`src/rtl/ihcs_map.svh`:
```
/*
  Register map, field positions, reset values and timing counts of the
  two-wire host/client status block.
  Assumes a 200 MHz core clock and a 32-bit APB register bus.
*/
`ifndef IHCS_MAP_SVH
`define IHCS_MAP_SVH
// ============================================================
// Register byte offsets
`define IHCS_CTRL_OFS 8'h00
`define IHCS_HCMD_OFS 8'h04
`define IHCS_HSTAT_OFS 8'h08
`define IHCS_HADDR_OFS 8'h0C
`define IHCS_HDATA_OFS 8'h10
`define IHCS_CADDR_OFS 8'h14
`define IHCS_CMASK_OFS 8'h18
`define IHCS_CSTAT_OFS 8'h1C
`define IHCS_CDATA_OFS 8'h20
// ============================================================
// Field positions
`define IHCS_HEN_BIT 0
`define IHCS_CEN_BIT 1
`define IHCS_PROM_BIT 2
`define IHCS_ACK_ACTION_BIT_BIT 2
`define IHCS_RIF_BIT 7
`define IHCS_WIF_BIT 6
`define IHCS_HOLD_BIT 5
`define IHCS_RECEIVED_ACK_FLAG_BIT 4
`define IHCS_ARB_BIT 3
`define IHCS_BERR_BIT 2
`define IHCS_ADDRESS_OR_STOP_FLAG_BIT 6
`define IHCS_CHOLD_BIT 5
`define IHCS_CBERR_BIT 2
`define IHCS_DIR_BIT 1
`define IHCS_AP_BIT 0
// ============================================================
// Reset values
`define IHCS_CTRL_RST 3'h0
`define IHCS_BYTE_RST 8'h00
// ============================================================
// Timing: half of one bus clock period
`define IHCS_CLK_NS 5
`define IHCS_HALF_NS 1250
`define IHCS_HALF_CYC ((`IHCS_HALF_NS + `IHCS_CLK_NS - 1) / `IHCS_CLK_NS)
`endif

```
`src/rtl/ihcs_pkg.sv`:
```
/*
  Types of the two-wire host/client status block.
  Assumes nothing beyond a SystemVerilog compiler.
*/
package ihcs_pkg;
  // Host engine states, one-hot
  typedef enum logic [5:0] {
    HS_IDLE = 6'h01, HS_START = 6'h02, HS_LOW = 6'h04,
    HS_HIGH = 6'h08, HS_HOLD = 6'h10, HS_STOP = 6'h20
  } ihcs_hs_e;
  // Bus state as software sees it
  typedef enum logic [1:0] {
    BS_UNKNOWN = 2'h0, BS_IDLE = 2'h1, BS_OWNER = 2'h2, BS_BUSY = 2'h3
  } ihcs_bus_e;
  // Host commands
  typedef enum logic [1:0] {
    CMD_NOACT = 2'h0, CMD_REPSTART = 2'h1, CMD_RECV = 2'h2, CMD_STOP = 2'h3
  } ihcs_cmd_e;
  // Host status flags
  typedef struct packed {
    logic host_read_flag;
    logic host_write_flag;
    logic hold;
    logic received_ack_flag;
    logic arb;
    logic berr;
  } ihcs_hflags_s;
endpackage

```
`src/rtl/ihcs_top.sv`:
```
/*
  Host and client status/flow logic of a two-wire serial controller,
  with an APB register slave.
  Assumes open-drain pins resolved outside, pull-ups on both lines,
  and a bus clock far slower than ref_clk.
*/
`timescale 1ns/1ps
`default_nettype none
`include "ihcs_map.svh"

// What this block does
// Write address acked: write flag, ack clear, hold
// Clock hold keeps SCL low
// Read address acked: clear ack, receive
// Address refused: write and ack flags set
// Software then stops or resends address
// Arbitration lost: flags, release lines, Busy
// Bus error also sets bus error flag
// Data write clears write flag, sets at end
// Collision during data loses arbitration
// Ack flag reflects client ack of data
// Ack flag valid only without errors
// Read one byte, then read flag and hold
// Command sends chosen ack or nack
// Lost nack sets write, arbitration, Busy
// Read and write flags never both set, except a bus error on the last read bit
// Client flag set holds SCL low
// Client acks and stores matching address
// Client address match: four ways
// Start then Stop: client bus error
// Client write direction holds clock
// Four-value bus state, readable
// Address write copies to data, starts
// Clearing host flags releases clock hold
module ihcs_top import ihcs_pkg::*; #(
  parameter int HALF_CYC = `IHCS_HALF_CYC
) (
  // Clock and reset
  input wire logic ref_clk,
  input wire logic rst_n,
  // APB slave
  input wire logic psel,
  input wire logic penable,
  input wire logic pwrite,
  input wire logic [7:0] paddr,
  input wire logic [31:0] pwdata,
  output logic [31:0] prdata,
  output logic pready,
  output logic pslverr,
  // Two-wire bus pins
  input wire logic scl_in,
  output logic scl_out,
  output logic scl_oe,
  input wire logic sda_in,
  output logic sda_out,
  output logic sda_oe
);
  // ============================================================
  // Timing constants
  localparam logic [15:0] HALF_M1 = 16'(HALF_CYC - 1);
  localparam logic [15:0] QTR = 16'(HALF_CYC / 2);

  // ============================================================
  // Pin synchronisers and condition detectors
  logic scl_m, scl_s, scl_d; // Sync stages and delayed copy
  logic sda_m, sda_s, sda_d;
  // Lines idle high, so reset to high
  always_ff @(posedge ref_clk) begin
    if (!rst_n) begin
      {scl_m, scl_s, scl_d} <= 3'h7;
      {sda_m, sda_s, sda_d} <= 3'h7;
    end else begin
      {scl_m, scl_s, scl_d} <= {scl_in, scl_m, scl_s};
      {sda_m, sda_s, sda_d} <= {sda_in, sda_m, sda_s};
    end
  end
  wire logic start_det = scl_s & scl_d & sda_d & ~sda_s;
  wire logic stop_det = scl_s & scl_d & ~sda_d & sda_s;
  wire logic scl_rise = scl_s & ~scl_d;
  wire logic scl_fall = ~scl_s & scl_d;

  // ============================================================
  // Register decode
  logic [2:0] ctrl_r; // Enables and promiscuous bit
  logic ack_action_bit_r; // 0 ack, 1 nack
  logic [7:0] haddr_r, caddr_r, cmask_r, cdata_r;
  logic [31:0] prdata_r;
  ihcs_hflags_s hf_r;
  ihcs_bus_e bus_r;
  ihcs_hs_e hs_r, hs_nxt;
  wire logic acc = psel & penable;
  wire logic wr = acc & pwrite;
  wire logic s_ctrl = paddr == `IHCS_CTRL_OFS;
  wire logic s_hcmd = paddr == `IHCS_HCMD_OFS;
  wire logic s_hst = paddr == `IHCS_HSTAT_OFS;
  wire logic s_hadr = paddr == `IHCS_HADDR_OFS;
  wire logic s_hdat = paddr == `IHCS_HDATA_OFS;
  wire logic s_cadr = paddr == `IHCS_CADDR_OFS;
  wire logic s_cmsk = paddr == `IHCS_CMASK_OFS;
  wire logic s_cst = paddr == `IHCS_CSTAT_OFS;
  wire logic s_cdat = paddr == `IHCS_CDATA_OFS;
  wire logic hit = s_ctrl | s_hcmd | s_hst | s_hadr | s_hdat | s_cadr |
                   s_cmsk | s_cst | s_cdat;
  wire logic w_hcmd = wr & s_hcmd;
  wire logic w_hadr = wr & s_hadr;
  wire logic w_hdat = wr & s_hdat;
  wire logic w_hst = wr & s_hst;
  wire logic w_cst = wr & s_cst;
  wire logic host_en = ctrl_r[`IHCS_HEN_BIT];
  wire logic cli_en = ctrl_r[`IHCS_CEN_BIT];
  wire ihcs_cmd_e cmd_w = ihcs_cmd_e'(pwdata[1:0]);
  wire logic cmd_go = w_hcmd & (cmd_w != CMD_NOACT);
  // Write-one-to-clear strobes and the force-Idle write
  wire logic clr_rif = w_hst & pwdata[`IHCS_RIF_BIT];
  wire logic clr_wif = w_hst & pwdata[`IHCS_WIF_BIT];
  wire logic clr_arb = w_hst & pwdata[`IHCS_ARB_BIT];
  wire logic clr_berr = w_hst & pwdata[`IHCS_BERR_BIT];
  wire logic force_idle = w_hst & (pwdata[1:0] == BS_IDLE);

  // ============================================================
  // Host engine
  logic [15:0] cnt_r, cnt_nxt; // Half-period timer
  logic [3:0] bit_r, bit_nxt; // 0..7 data, 8 ack slot
  logic [7:0] sh_r, sh_nxt; // Host data register and shifter
  logic sda_lo_r, sda_lo_nxt; // Host pulls SDA low
  logic rd_r, rd_nxt, isad_r, isad_nxt, acko_r, acko_nxt;
  logic ph_r, ph_nxt, gost_r, gost_nxt, pend_r, pend_nxt;
  ihcs_cmd_e pcmd_r, pcmd_nxt;
  logic e_wack, e_rack, e_nack, e_dtx, e_rif, e_lose, e_own;
  // Bus error: a condition in the middle of our own bits
  wire logic e_berr = ((hs_r == HS_LOW) | (hs_r == HS_HIGH)) &
                      (start_det | stop_det);
  // Value to place on SDA for this bit, 1 meaning released
  wire logic bit_out = (bit_r == 4'h8) ? (acko_r ? ack_action_bit_r : 1'b1) :
                       (rd_r ? 1'b1 : sh_r[7]);
  // Bits whose level we own and must see on the wire
  wire logic mine = (bit_r == 4'h8) ? acko_r : ~rd_r;
  wire logic half_up = cnt_r == HALF_M1;

  // Next state of the host engine
  always_comb begin
    hs_nxt = hs_r;
    cnt_nxt = cnt_r + 16'h0001;
    bit_nxt = bit_r;
    sh_nxt = sh_r;
    sda_lo_nxt = sda_lo_r;
    rd_nxt = rd_r;
    isad_nxt = isad_r;
    acko_nxt = acko_r;
    ph_nxt = ph_r;
    gost_nxt = gost_r;
    pend_nxt = pend_r;
    pcmd_nxt = pcmd_r;
    {e_wack, e_rack, e_nack, e_dtx, e_rif, e_lose, e_own} = 7'h00;
    case (hs_r)
      HS_IDLE: begin
        sda_lo_nxt = 1'b0;
        if (w_hadr) begin
          pend_nxt = 1'b1;
          sh_nxt = pwdata[7:0];
        end
        // Waits while the bus is not Idle
        if (pend_r && host_en && bus_r == BS_IDLE) begin
          hs_nxt = HS_START;
          cnt_nxt = 16'h0000;
          sda_lo_nxt = 1'b1;
          pend_nxt = 1'b0;
          e_own = 1'b1;
        end
      end
      HS_START: begin
        if (half_up) begin
          hs_nxt = HS_LOW;
          cnt_nxt = 16'h0000;
          bit_nxt = 4'h0;
          sh_nxt = haddr_r;
          {isad_nxt, rd_nxt, acko_nxt} = 3'h4;
        end
      end
      HS_LOW: begin
        // SDA moves mid-low so the synced SCL is surely low
        if (cnt_r == QTR) sda_lo_nxt = ~bit_out;
        if (half_up) begin
          hs_nxt = HS_HIGH;
          cnt_nxt = 16'h0000;
        end
      end
      HS_HIGH: begin
        // Timer waits for SCL high, so clients may stretch it
        if (!scl_s) cnt_nxt = 16'h0000;
        else if (half_up) begin
          cnt_nxt = 16'h0000;
          hs_nxt = HS_LOW;
          if (mine && !sda_lo_r && !sda_s) begin
            e_lose = 1'b1;
          end else if (bit_r == 4'h8 && acko_r) begin
            acko_nxt = 1'b0;
            case (pcmd_r)
              CMD_RECV: begin
                bit_nxt = 4'h0;
                rd_nxt = 1'b1;
              end
              CMD_STOP: begin
                hs_nxt = HS_STOP;
                {ph_nxt, gost_nxt} = 2'h0;
              end
              CMD_REPSTART: begin
                hs_nxt = HS_STOP;
                {ph_nxt, gost_nxt} = 2'h1;
              end
              default: hs_nxt = HS_HOLD;
            endcase
          end else if (bit_r == 4'h8) begin
            hs_nxt = HS_HOLD;
            if (!isad_r) e_dtx = 1'b1;
            else if (sda_s) e_nack = 1'b1;
            else if (!haddr_r[0]) e_wack = 1'b1;
            else begin
              // Client drives data at once
              e_rack = 1'b1;
              hs_nxt = HS_LOW;
              {bit_nxt, rd_nxt, isad_nxt} = {4'h0, 2'h2};
            end
          end else begin
            sh_nxt = {sh_r[6:0], sda_s};
            bit_nxt = bit_r + 4'h1;
            if (rd_r && bit_r == 4'h7) begin
              e_rif = 1'b1;
              hs_nxt = HS_HOLD;
            end
          end
        end
      end
      HS_HOLD: begin
        cnt_nxt = 16'h0000;
        if (cmd_go && rd_r) begin
          // Ack slot first, then the command itself
          hs_nxt = HS_LOW;
          {bit_nxt, acko_nxt} = {4'h8, 1'b1};
          pcmd_nxt = cmd_w;
        end else if (cmd_go && cmd_w != CMD_RECV) begin
          hs_nxt = HS_STOP;
          ph_nxt = 1'b0;
          gost_nxt = cmd_w == CMD_REPSTART;
        end else if (w_hdat && !rd_r) begin
          hs_nxt = HS_LOW;
          {bit_nxt, isad_nxt} = {4'h0, 1'b0};
          sh_nxt = pwdata[7:0];
        end else if (w_hadr) begin
          hs_nxt = HS_STOP;
          {ph_nxt, gost_nxt} = 2'h1;
          sh_nxt = pwdata[7:0];
        end
      end
      HS_STOP: begin
        // Phase 0 with SCL low, phase 1 with SCL released
        if (!ph_r && cnt_r == QTR) sda_lo_nxt = ~gost_r;
        if (ph_r && !scl_s) cnt_nxt = 16'h0000;
        else if (half_up) begin
          cnt_nxt = 16'h0000;
          ph_nxt = 1'b1;
          if (ph_r) begin
            hs_nxt = gost_r ? HS_START : HS_IDLE;
            sda_lo_nxt = gost_r;
          end
        end
      end
      default: hs_nxt = HS_IDLE;
    endcase
    // Loss drops SDA and SCL at once
    if (e_lose || e_berr || !host_en) begin
      hs_nxt = HS_IDLE;
      sda_lo_nxt = 1'b0;
      pend_nxt = 1'b0;
    end
  end

  // Host engine registers
  always_ff @(posedge ref_clk) begin
    if (!rst_n) begin
      hs_r <= HS_IDLE;
      {cnt_r, bit_r, sh_r} <= 28'h0000000;
      {sda_lo_r, rd_r, isad_r, acko_r, ph_r, gost_r, pend_r} <= 7'h00;
      pcmd_r <= CMD_NOACT;
    end else begin
      hs_r <= hs_nxt;
      {cnt_r, bit_r, sh_r} <= {cnt_nxt, bit_nxt, sh_nxt};
      {sda_lo_r, rd_r, isad_r} <= {sda_lo_nxt, rd_nxt, isad_nxt};
      {acko_r, ph_r, gost_r, pend_r} <= {acko_nxt, ph_nxt, gost_nxt,
                                         pend_nxt};
      pcmd_r <= pcmd_nxt;
    end
  end

  // ============================================================
  // Host status flags; a hardware set beats a software clear
  wire logic lose = e_lose | e_berr;
  wire logic hold_go = (hs_r == HS_HOLD) & (hs_nxt != HS_HOLD);
  wire logic set_wif = e_wack | e_nack | e_dtx | lose;
  wire logic set_hold = e_wack | e_nack | e_dtx | e_rif;
  wire logic clr_hold = clr_wif | clr_rif | hold_go | lose;
  wire logic wif_nxt = (hf_r.host_write_flag & ~(clr_wif | hold_go | e_rif)) |
                       set_wif;
  wire logic rif_nxt = (hf_r.host_read_flag & ~(clr_rif | hold_go | set_wif)) |
                       e_rif;
  wire logic received_ack_flag_nxt = e_nack ? 1'b1 : e_dtx ? sda_s :
                         (e_wack | e_rack) ? 1'b0 : hf_r.received_ack_flag;
  always_ff @(posedge ref_clk) begin
    if (!rst_n) begin
      hf_r <= '0;
    end else begin
      hf_r.host_write_flag <= wif_nxt;
      hf_r.host_read_flag <= rif_nxt;
      hf_r.hold <= (hf_r.hold & ~clr_hold) | set_hold;
      hf_r.received_ack_flag <= received_ack_flag_nxt;
      hf_r.arb <= (hf_r.arb & ~clr_arb) | lose;
      hf_r.berr <= (hf_r.berr & ~clr_berr) | e_berr;
    end
  end

  // ============================================================
  // Bus state tracking
  always_ff @(posedge ref_clk) begin
    if (!rst_n) bus_r <= BS_UNKNOWN;
    else if (!host_en) bus_r <= BS_UNKNOWN;
    else if (force_idle) bus_r <= BS_IDLE;
    else if (lose) bus_r <= BS_BUSY;
    else if (e_own) bus_r <= BS_OWNER;
    else if (stop_det) bus_r <= BS_IDLE;
    else if (start_det && bus_r == BS_IDLE) bus_r <= BS_BUSY;
  end

  // ============================================================
  // Client address recognition
  logic c_act, c_fresh, c_pend, c_ack, chold, address_or_stop_flag, ap, dir, cberr;
  logic [2:0] c_cnt;
  logic [7:0] c_sh;
  wire logic [7:0] c_rx = {c_sh[6:0], sda_s};
  wire logic c_match = ctrl_r[`IHCS_PROM_BIT] |
                       (c_rx[7:1] == caddr_r[7:1]) |
                       ((c_rx[7:1] == 7'h00) & caddr_r[0]) |
                       (cmask_r[0] & (c_rx[7:1] == cmask_r[7:1]));
  wire logic c_last = c_act & scl_rise & (c_cnt == 3'h7);
  wire logic c_set = c_last & c_match;
  wire logic c_clr = w_cst & pwdata[`IHCS_ADDRESS_OR_STOP_FLAG_BIT];
  // Shift address bits on SCL rise, ack on the following low
  always_ff @(posedge ref_clk) begin
    if (!rst_n) begin
      {c_act, c_fresh, c_pend, c_ack, chold} <= 5'h00;
      {c_cnt, c_sh, cdata_r} <= 19'h00000;
    end else if (!cli_en) begin
      {c_act, c_pend, c_ack, chold} <= 4'h0;
    end else begin
      if (start_det) begin
        {c_act, c_fresh, c_cnt} <= {2'h3, 3'h0};
      end else if (stop_det) begin
        c_act <= 1'b0;
      end else if (c_act && scl_rise) begin
        c_sh <= c_rx;
        c_cnt <= c_cnt + 3'h1;
        c_fresh <= 1'b0;
        // A miss waits for the next start
        if (c_cnt == 3'h7) c_act <= 1'b0;
      end
      if (c_set) cdata_r <= c_rx;
      if (c_set) c_pend <= 1'b1;
      else if (c_pend && scl_fall) {c_pend, c_ack} <= 2'h1;
      else if (c_ack && scl_fall) {c_ack, chold} <= 2'h1;
      else if (!address_or_stop_flag) chold <= 1'b0;
    end
  end
  // Client flags; set beats clear
  always_ff @(posedge ref_clk) begin
    if (!rst_n) begin
      {address_or_stop_flag, ap, dir, cberr} <= 4'h0;
    end else begin
      address_or_stop_flag <= (address_or_stop_flag & ~c_clr) | c_set;
      if (c_set) {ap, dir} <= {1'b1, c_rx[0]};
      cberr <= (cberr & ~(w_cst & pwdata[`IHCS_CBERR_BIT])) |
               (cli_en & stop_det & c_act & c_fresh);
    end
  end

  // ============================================================
  // Control registers
  always_ff @(posedge ref_clk) begin
    if (!rst_n) begin
      ctrl_r <= `IHCS_CTRL_RST;
      ack_action_bit_r <= 1'b0;
      {haddr_r, caddr_r, cmask_r} <= {3{`IHCS_BYTE_RST}};
    end else begin
      if (wr && s_ctrl) ctrl_r <= pwdata[2:0];
      if (w_hcmd) ack_action_bit_r <= pwdata[`IHCS_ACK_ACTION_BIT_BIT];
      if (w_hadr) haddr_r <= pwdata[7:0];
      if (wr && s_cadr) caddr_r <= pwdata[7:0];
      if (wr && s_cmsk) cmask_r <= pwdata[7:0];
    end
  end

  // ============================================================
  // Read mux, captured in the setup cycle
  wire logic [31:0] hst_word = {24'h000000, hf_r.host_read_flag, hf_r.host_write_flag, hf_r.hold,
                                hf_r.received_ack_flag, hf_r.arb, hf_r.berr, bus_r};
  wire logic [31:0] cst_word = {25'h0000000, address_or_stop_flag, chold, 2'h0, cberr,
                                dir, ap};
  wire logic [31:0] rd_mux =
    s_ctrl ? {29'h00000000, ctrl_r} :
    s_hcmd ? {29'h00000000, ack_action_bit_r, pcmd_r} :
    s_hst ? hst_word :
    s_hadr ? {24'h000000, haddr_r} :
    s_hdat ? {24'h000000, sh_r} :
    s_cadr ? {24'h000000, caddr_r} :
    s_cmsk ? {24'h000000, cmask_r} :
    s_cst ? cst_word :
    s_cdat ? {24'h000000, cdata_r} : 32'h00000000;
  always_ff @(posedge ref_clk) begin
    if (!rst_n) prdata_r <= 32'h00000000;
    else if (psel && !penable) prdata_r <= rd_mux;
  end

  // ============================================================
  // Outputs: both lines open drain
  assign prdata = prdata_r;
  assign pready = 1'b1;
  assign pslverr = acc & ~hit;
  assign scl_out = 1'b0;
  assign sda_out = 1'b0;
  assign scl_oe = (hs_r == HS_LOW) | ((hs_r == HS_STOP) & ~ph_r) |
                  ((hs_r == HS_HOLD) & hf_r.hold) | (chold & address_or_stop_flag);
  assign sda_oe = sda_lo_r | c_ack;
endmodule // ihcs_top
`default_nettype wire

```
`config.mk`:
```
export PLATFORM = sky130hd
export DESIGN_NAME = ihcs_top
export DESIGN_NICKNAME = d
export VERILOG_FILES = /design/src/rtl/ihcs_pkg.sv /design/src/rtl/ihcs_top.sv
export VERILOG_INCLUDE_DIRS = /design/src /design/src/rtl
export SDC_FILE = /design/constraint.sdc
export NUM_CORES = 1
export LEC_CHECK = 0
export BUFFER_PORTS_ARGS = -buffer_cell sky130_fd_sc_hd__buf_2
export CORE_AREA = 2 2 127 129
export CTS_CLUSTER_SIZE = 8
export DETAILED_ROUTE_END_ITERATION = 6
export DIE_AREA = 0 0 129 131
export PLACE_DENSITY = 0.68
export SETUP_SLACK_MARGIN = 0.4
export SLEW_MARGIN = 0
export SYNTH_ARGS = -nofsm -noshare
export SYNTH_HDL_FRONTEND = slang
export SYNTH_SLANG_ARGS = --single-unit
```
`constraint.sdc`:
```
create_clock -name ref_clk -period 2.9 [get_ports ref_clk]
set_input_delay 0.145 -clock ref_clk [delete_from_list [all_inputs] [get_ports ref_clk]]
set_output_delay 0.145 -clock ref_clk [all_outputs]
set_load 0.01 [all_outputs]
```
; ---- Word level (Yosys, flattened, before mapping)
; Index checks and enable logic that the tools add are counted.
[word_totals]
input_bits = 47
regBits = 144
[op_classes]
bitwise = 102
n_addsub = 3
mux = 193
eq_ne = 59
n_reduce_logical = 68
[op_table]
columns = op, n
row1 = 8-bit 2-to-1 mux, 19
row2 = 1-bit 2-to-1 mux, 117
row3 = 6-bit 2-to-1 mux, 16
row4 = 16-bit one-hot mux with 5 select lines, 1
row5 = 16-bit 2-to-1 mux, 4
row6 = 4-bit 2-to-1 mux, 13
row7 = 1-bit AND, 43
row8 = 1-bit OR, 37
row9 = 6-bit one-hot mux with 6 select lines, 1
row10 = 8-bit by 5-bit equality test with 1-bit output (second input constant), 4
row11 = 2-bit != test (second input constant), 16
row12 = 8-bit one-hot mux with 4 select lines, 1
row13 = 1-bit inverter, 22
row14 = 11-bit AND reduction, 2
row15 = 5-bit 2-to-1 mux, 4
row16 = 10-bit AND reduction, 2
row17 = 1-bit logical AND, 19
row18 = 9-bit AND reduction, 2
row19 = 3-bit nonzero test, 6
row20 = 16-bit by 1-bit adder with 16-bit output (second input constant), 1
row21 = 16-bit by 7-bit equality test with 1-bit output (second input constant), 1
row22 = 16-bit by 8-bit equality test with 1-bit output (second input constant), 1
row23 = 8-bit by 4-bit equality test with 1-bit output (second input constant), 2
row24 = 2-bit AND reduction, 8
row25 = 40 further kinds, 83

; ---- Logic depth before layout (Yosys ltp)
; Gate-level depths: netlist of run 1.
[depth]
word_depth = 18
depth_mapped = 10
depth_no_buf = 8

; ---- Worst setup path after synthesis of run 1
; OpenSTA, ideal clock, no wires.
[synth_path]
path_kind = register -> register
from = register cnt_r[0]
to = register bit_r[2]
stages_incl_launch_ff = 9
t_arrival_ns = 2.293
period_less_slack_ns = 2.409
setup_slack_ns = 0.491
n_path_buf = 1
path_cell_list = dfxtp_1 ha_1 nor3b_1 and4_2 clkbuf_1 nand4_1 a2111oi_4 o211ai_1 and3_1
[synth_between]
elab_chain_len = 3
[synth_lines]
columns = element, line
row1 = "start, declared", ihcs_top.sv:122  ; logic [15:0] cnt_r, cnt_nxt;
row2 = "start signal, assigned", ihcs_top.sv:287  ; {cnt_r, bit_r, sh_r} <= {cnt_nxt, bit_nxt, sh_nxt};
row3 = 16-bit by 8-bit equality test with 1-bit output *, ihcs_top.sv:138  ; wire logic half_up = cnt_r == HALF_M1;
row4 = 2-bit != test (no source line), --
row5 = 11-bit AND reduction (no source line) *, --
row6 = "end signal, assigned", ihcs_top.sv:287
row7 = "end, declared", ihcs_top.sv:123  ; logic [3:0] bit_r, bit_nxt;
; Mark *: on every way between the ends. The rest lies on a longest branch, timed or not.
; A chain may end at the register's enable or synchronous reset.

; ---- Worst setup path in the final report of run 1
[layout_path]
from = register hs_r[2]
to = register bit_r[2]
[layout_between]
elab_chain_len = 3
[layout_lines]
columns = element, line
row1 = "start, declared", ihcs_top.sv:90  ; ihcs_hs_e hs_r, hs_nxt;
row2 = "start signal, assigned", ihcs_top.sv:286  ; hs_r <= hs_nxt;
row3 = "6-bit by 4-bit equality test with 1-bit output, or another cell as far along", ihcs_top.sv:155  ; case (hs_r)
row4 = "4-bit != test (no source line), or another cell as far along", --
row5 = 11-bit AND reduction (no source line), --
; Parallel ways exist; a longest one is shown, timed or not.

==> results of run 1 <==
[area by class of cell]
type | count | area (um^2) | share of cell area [%]
timing repair buffer | 74 | 480.5 | 6.067
clock inverter | 8 | 120.1 | 1.517
multi-input combinational | 677 | 4089 | 51.64
sequential | 120 | 2402 | 30.34
tap | 216 | 270.3 | 3.413
clock buffer | 23 | 478.0 | 6.036
inverter | 21 | 78.83 | 0.9954
[state kept, by name, summed over array words and instances, names as in the netlist, 3 cells and up]
register	flops
cnt_r	16
caddr_r	8
cdata_r	8
cmask_r	8
haddr_r	8
prdata	8
sh_r	8
c_sh	7
hf_r	6
hs_r	6
bit_r	4
c_cnt	3
ctrl_r	3
[Yosys cell counts (7+ instances only)]
master	number	area, um^2
dfxtp_1	120	2402
xnor2_1	22	192.7
a2111oi_0	7	61.31
mux2i_1	22	220.2
nor3_1	24	120.1
nand4_1	13	81.33
buf_2	7	35.03
nand2_1	91	341.6
o21ai_0	27	135.1
inv_1	21	78.83
clkbuf_1	35	131.4
buf_4	31	232.7
a21oi_1	86	430.4
nor4b_1	7	61.31
o22ai_1	8	50.05
nand2b_1	17	106.4
a31oi_1	12	75.07
and3_1	8	50.05
xor2_1	11	96.34
nand3_1	29	145.1
nor2_1	117	439.2
a221oi_1	8	70.07
a22o_1	8	70.07
nor4_1	14	87.58
[layer usage]
metal	wire length, um	global-route usage [%]	share of wire (%)	up-vias
li1	-	-	-	3155
met1	9069	32.51	45	3051
met2	8699	36.29	43	350
met3	1804	6.148	8.9	59
met4	708	11.06	3.5	0
met5	0	0	0	-
[logic make-up (layout without fill, tap and decap cells)]
kind of cell / count (synthesis) / after routing
buffers and inverters: 102 / 126
other: 2 / 27
muxes: 25 / 25
adders and majority gates: 6 / 6
DFF: 120 / 120
AOI/OAI and AO/OA: 202 / 202
xor gates and xnor gates: 33 / 33
and+or+nand+nor: 384 / 384
[critical path: stages, from the launching register on]
cell       delay [ns]
dfxtp_1          0.36
or4_4            0.61
or3b_4           0.47
nor3_4           0.31
a2111oi_4        0.08
buf_4            0.17
a31o_2           0.22
and3_1           0.15
[through the flow]
step,setup WS [ns],area (um^2)
after floorplan,0.4913,6992
after global placement,0.3642,7221
after detailed placement,0.3281,7221
after CTS,0.3608,7851
after global routing,0.3390,7919
final,0.4296,7919
[where the power goes]
part,internal [mW],switching [mW]
Combinational,0.0524,0.131
Sequential,1.66,0.0102
Clock,1.41,0.756
[worst paths after layout]
kind | slack (ns) | to
max | 0.43 | bit_r[2]$_SDFFE_PN0P_
min reg2reg | 0.40 | sda_s$_SDFF_PN1_
min | 0.01 | haddr_r[3]$_SDFFE_PN0P_
max reg2reg | 0.43 | bit_r[2]$_SDFFE_PN0P_
[repair_timing]
item | 4_1_cts | 5_1_grt
resized for setup | 2 | 6
endpoints found under the setup margin | 12 | 37
pin swaps | 0 | 3
hold buffers | 3 | 0
cloned | 0 | 0
buffers inserted | 0 | 4
endpoints found under the hold margin | 3 | 0
==> impl_metrics.py, run 1 <==
metrics = {
    "clock_tree": {
        "cts_buffers": 17,
        "clock_sinks": 120,
        "clock_latency_ns": 0.42,
        "cts_root_buffer": "clkbuf_16",
        "path_clk_slew_ns": 0.06,
        "htreeDepth": 4,
        "cts_max_path_buffers": 2,
        "cts_tree": "yes",
    },
    "die": {
        "fp.dieH_um": 131,
        "start_util_pct": 44.22,
        "io_pins": 85,
        "std_cell_rows": 46,
        "die-area_um2": 16900,
        "dieWidth_um": 129,
        "core_um2": 15600,
    },
    "sta": {
        "tns_ns": 0,
        "finalClockSkew_ns": 0.008374,
        "slew_headroom_pct": 23.19,
        "setup_violations": 0,
        "fmax_mhz": 404.8,
        "period_needed_ns": 2.470,
        "worstMarginPinSlew_ns": 1.145,
        "finalHoldViolCount": 0,
        "rsz0062_at_grt": "true",
        "period_share_pct": 85.19,
        "whs_ns": 0.01340,
        "drv_slew": 0,
    },
    "yosys": {
        "dominantRegCellSynth": "dfxtp_1",
        "synth.ff_latch_count": 120,
        "async_reset_ff_share_pct": 0,
        "synthMuxAreaShare_pct": 3.845,
        "syn_avg_cell_area_um2": 7.892,
        "ys_seq_area_share_pct": 34.83,
        "syn_inst": 874,
        "synthAdderAreaFrac_pct": 1.088,
        "synth-compound-area-share_pct": 19.26,
        "netlist_area_um2": 6898,
        "synth-xor-area-share_pct": 4.190,
        "yosysWarnings": 0,
        "synth_top_family_by_area": "simple AND/OR/NAND/NOR gates",
        "synth_cell_type_count": 86,
        "synth-edff-count": 0,
        "synth-simple-area-share_pct": 28.84,
    },
    "cells_and_area": {
        "fill_cells": 1452,
        "final_util_pct": 50.77,
        "layout.nets": 964,
        "most-common-layout-cells": "dfxtp_1, nor2_1, nand2_1",
        "drive_gt1_share_pct": 15.82,
        "instances_no_fill": 1139,
        "final_common_cell": "dfxtp_1",
        "antenna_cells": 0,
        "areaGrowthSynthToFinish_pct": 14.80,
    },
    "placement": {
        "dpl.cell_count": 1101,
        "dp_hpwl_um": 14390,
        "port_buffers": 33,
        "gp_congestion": 0.9556,
    },
    "power_and_ir_drop": {
        "finalPower_mw": 4.016,
        "vdd_drop_max_mv": 0.3972,
        "p_leak_nw": 2.953,
        "powerDensity_nw_per_um2": 507.2,
    },
    "critical_path": {
        "cp-startpoint": "hs_r[2]$_SDFF_PN0_",
        "end_kind": "flip-flop",
        "cp.arrival_ns": 2.78,
        "crit_fanout": 7,
        "cp-start-kind": "flip-flop",
        "worstSetupPathType": "reg2reg",
        "ff2ff_path_depth": 7,
        "r2r_start": "hs_r[2]$_SDFF_PN0_",
        "required_ns": 3.21,
    },
    "drt": {
        "ant_nets": 0,
        "vias": 6615,
        "post-route-drc-count": 0,
        "wl_per_cell_um": 17.81,
        "via_per_inst": 5.808,
        "drtIter0Drc": 696,
        "dr.pass1.iters": 5,
        "wirelength_um": 20280,
    },
    "hold_path": {
        "hold_path.class": "in2reg",
        "hold_start": "pwdata[3]",
        "holdPathStages": 3,
    },
    "global_routing": {
        "grt_usage_pct": 24.10,
        "grt_pass1_vias": 5918,
        "grt_max_degree": 39,
        "antenna_found_initial": 0,
        "overflow": 0,
        "grt_pass1_wl_um": 31440,
    },
    "flow_run": {
        "drv_cap": 0,
    },
    "outcome": {
        "status": "finished clean",
    },
}
No activity file was read; power rests on OpenSTA's default activity.
==> run 2: changes to the inputs <==
--- a/config.mk
+++ b/config.mk
@@ -7,11 +7,11 @@
 export NUM_CORES = 1
 export LEC_CHECK = 0
 export BUFFER_PORTS_ARGS = -buffer_cell sky130_fd_sc_hd__buf_2
-export CORE_AREA = 2 2 127 129
+export CORE_AREA = 2 2 117 141
 export CTS_CLUSTER_SIZE = 8
 export DETAILED_ROUTE_END_ITERATION = 6
-export DIE_AREA = 0 0 129 131
-export PLACE_DENSITY = 0.68
+export DIE_AREA = 0 0 119 143
+export PLACE_DENSITY = 0.67
 export SETUP_SLACK_MARGIN = 0.4
 export SLEW_MARGIN = 0
 export SYNTH_ARGS = -nofsm -noshare
==> constraint.sdc (replaced) <==
create_clock -name ref_clk -period 3.05 [get_ports ref_clk]
set_input_delay 0.1525 -clock ref_clk [delete_from_list [all_inputs] [get_ports ref_clk]]
set_output_delay 0.1525 -clock ref_clk [all_outputs]
set_load 0.01 [all_outputs]
==> impl_metrics.py, run 2 (same netlist as run 1, synthesis figures left out) <==
metrics = {
    "power_and_ir_drop": {
        "powerDensity_nw_per_um2": 511.0,
        "p_leak_nw": 2.928,
        "vdd_drop_max_mv": 0.3927,
        "finalPower_mw": 4.042,
    },
    "critical_path": {
        "cp.arrival_ns": 2.85,
        "worstSetupPathType": "reg2reg",
        "cp-startpoint": "hs_r[5]$_SDFF_PN0_",
        "r2r_start": "hs_r[5]$_SDFF_PN0_",
        "end_kind": "flip-flop",
        "cp-start-kind": "flip-flop",
        "crit_fanout": 17,
        "required_ns": 3.38,
    },
    "cells_and_area": {
        "final_common_cell": "dfxtp_1",
        "drive_gt1_share_pct": 14.68,
        "areaGrowthSynthToFinish_pct": 14.66,
        "most-common-layout-cells": "dfxtp_1, nor2_1, nand2_1",
        "fill_cells": 1518,
        "layout.nets": 953,
        "largest_reg_flops": 16,
        "antenna_cells": 0,
    },
    "clock_tree": {
        "cts_max_path_buffers": 2,
        "clock_latency_ns": 0.43,
        "cts_root_buffer": "clkbuf_16",
        "cts_tree": "yes",
        "htreeDepth": 4,
        "cts_buffers": 17,
        "path_clk_slew_ns": 0.06,
        "clock_sinks": 120,
    },
    "drt": {
        "vias": 6503,
        "dr.pass1.iters": 5,
        "post-route-drc-count": 0,
        "wl_per_cell_um": 17.87,
        "wirelength_um": 20040,
        "ant_nets": 0,
        "via_per_inst": 5.801,
        "drtIter0Drc": 584,
    },
    "sta": {
        "tns_ns": 0,
        "fmax_mhz": 396.4,
        "rsz0062_at_grt": "true",
        "worstMarginPinSlew_ns": 0.7076,
        "period_share_pct": 82.71,
        "period_needed_ns": 2.523,
        "drv_slew": 0,
        "slew_headroom_pct": 52.73,
        "finalClockSkew_ns": 0.009185,
        "finalHoldViolCount": 0,
        "setup_violations": 0,
    },
    "placement": {
        "port_buffers": 33,
        "gp_congestion": 0.9846,
        "dp_hpwl_um": 14660,
    },
    "outcome": {
        "status": "finished clean",
    },
    "die": {
        "core_um2": 15580,
        "io_pins": 85,
        "die-area_um2": 17020,
        "start_util_pct": 44.28,
        "std_cell_rows": 50,
        "dieWidth_um": 119,
        "fp.dieH_um": 143,
    },
    "global_routing": {
        "grt_pass1_wl_um": 31500,
        "overflow": 0,
        "grt_usage_pct": 23.73,
        "grt_max_degree": 36,
        "grt_pass1_vias": 5946,
        "antenna_found_initial": 0,
    },
    "hold_path": {
        "hold_start": "pwdata[3]",
        "hold_path.class": "in2reg",
    },
    "flow_run": {
        "drv_cap": 0,
    },
}
[run 2: cell count changes in the layout (fill, tap and decap cells not counted), moves of 2 or more]
cell       before  now
clkinv_4        0    2
bufinv_16       3    5
clkinv_2        3    0
clkbuf_1        3    1
buf_4          38   25
[run 2: area by class of cell]
type / count / area (um^2) / share of cell area, %
multi-input cells: 677 / 4080 / 51.59
flip-flops and latches: 120 / 2402 / 30.37
clock buffers: 22 / 484.2 / 6.122
repair buffers: 63 / 412.9 / 5.221
well taps: 208 / 260.3 / 3.291
clock inverters: 10 / 190.2 / 2.405
inverters: 21 / 78.83 / 0.9967
[run 2: worst paths after layout]
| kind | cells past startpoint | endpoint | slack (ns) |
|---|---|---|---|
| hold reg to reg | 1 | scl_s$_SDFF_PN1_ | 0.41 |
| hold / removal | 3 | haddr_r[3]$_SDFFE_PN0P_ | 0.008 |
| setup / recovery | 7 | hf_r[4]$_SDFF_PN0_ | 0.53 |
| setup reg to reg | 7 | hf_r[4]$_SDFF_PN0_ | 0.53 |
[run 2: what timing repair did]
item | CTS | global route
endpoints found under the setup margin | 0 | 30
buffers inserted | 0 | 1
hold buffers | 4 | 0
endpoints found under the hold margin | 4 | 0
gates resized for setup | 0 | 6
[run 2: worst max-delay path, stage by stage, from the launching register on]
cell	delay (ns)
dfxtp_1	0.40
or4_1	0.72
nor2_4	0.20
buf_4	0.28
and3_2	0.30
a22o_4	0.17
nand3_2	0.07
a221oi_1	0.28
[run 2: power by group]
part	internal, mW	leakage [nW]	switching [mW]
clock network	1.54	0.319	0.740
registers	1.58	0.968	0.00888
logic	0.0526	1.64	0.127
[run 2: per-stage QoR]
step | instance area, um^2 | hold WS [ns] | setup WS (ns) | cells | util [%]
4_1_cts | 7858 | 0.001192 | 0.4940 | 1120 | 50.44
2_1_floorplan | 6992 | 0.2540 | 0.6413 | 899 | -
3_5_place_dp | 7143 | 0.3514 | 0.5031 | 1084 | 45.86
5_1_grt | 7909 | 0.02522 | 0.3905 | 1121 | 50.77
3_3_place_gp | 7143 | 0.3536 | 0.5078 | 1084 | 45.86
6_report | 7909 | 0.007787 | 0.5275 | 1121 | 50.77
[run 2: per-layer routing]
| layer | share of wire (%) | GRT usage, % | wire length, um |
|---|---|---|---|
| met5 | 0 | 0 | 0 |
| met2 | 47 | 38.51 | 9447 |
| met4 | 5.5 | 16.60 | 1110 |
| met3 | 6.1 | 4.233 | 1216 |
| met1 | 41 | 28.47 | 8261 |
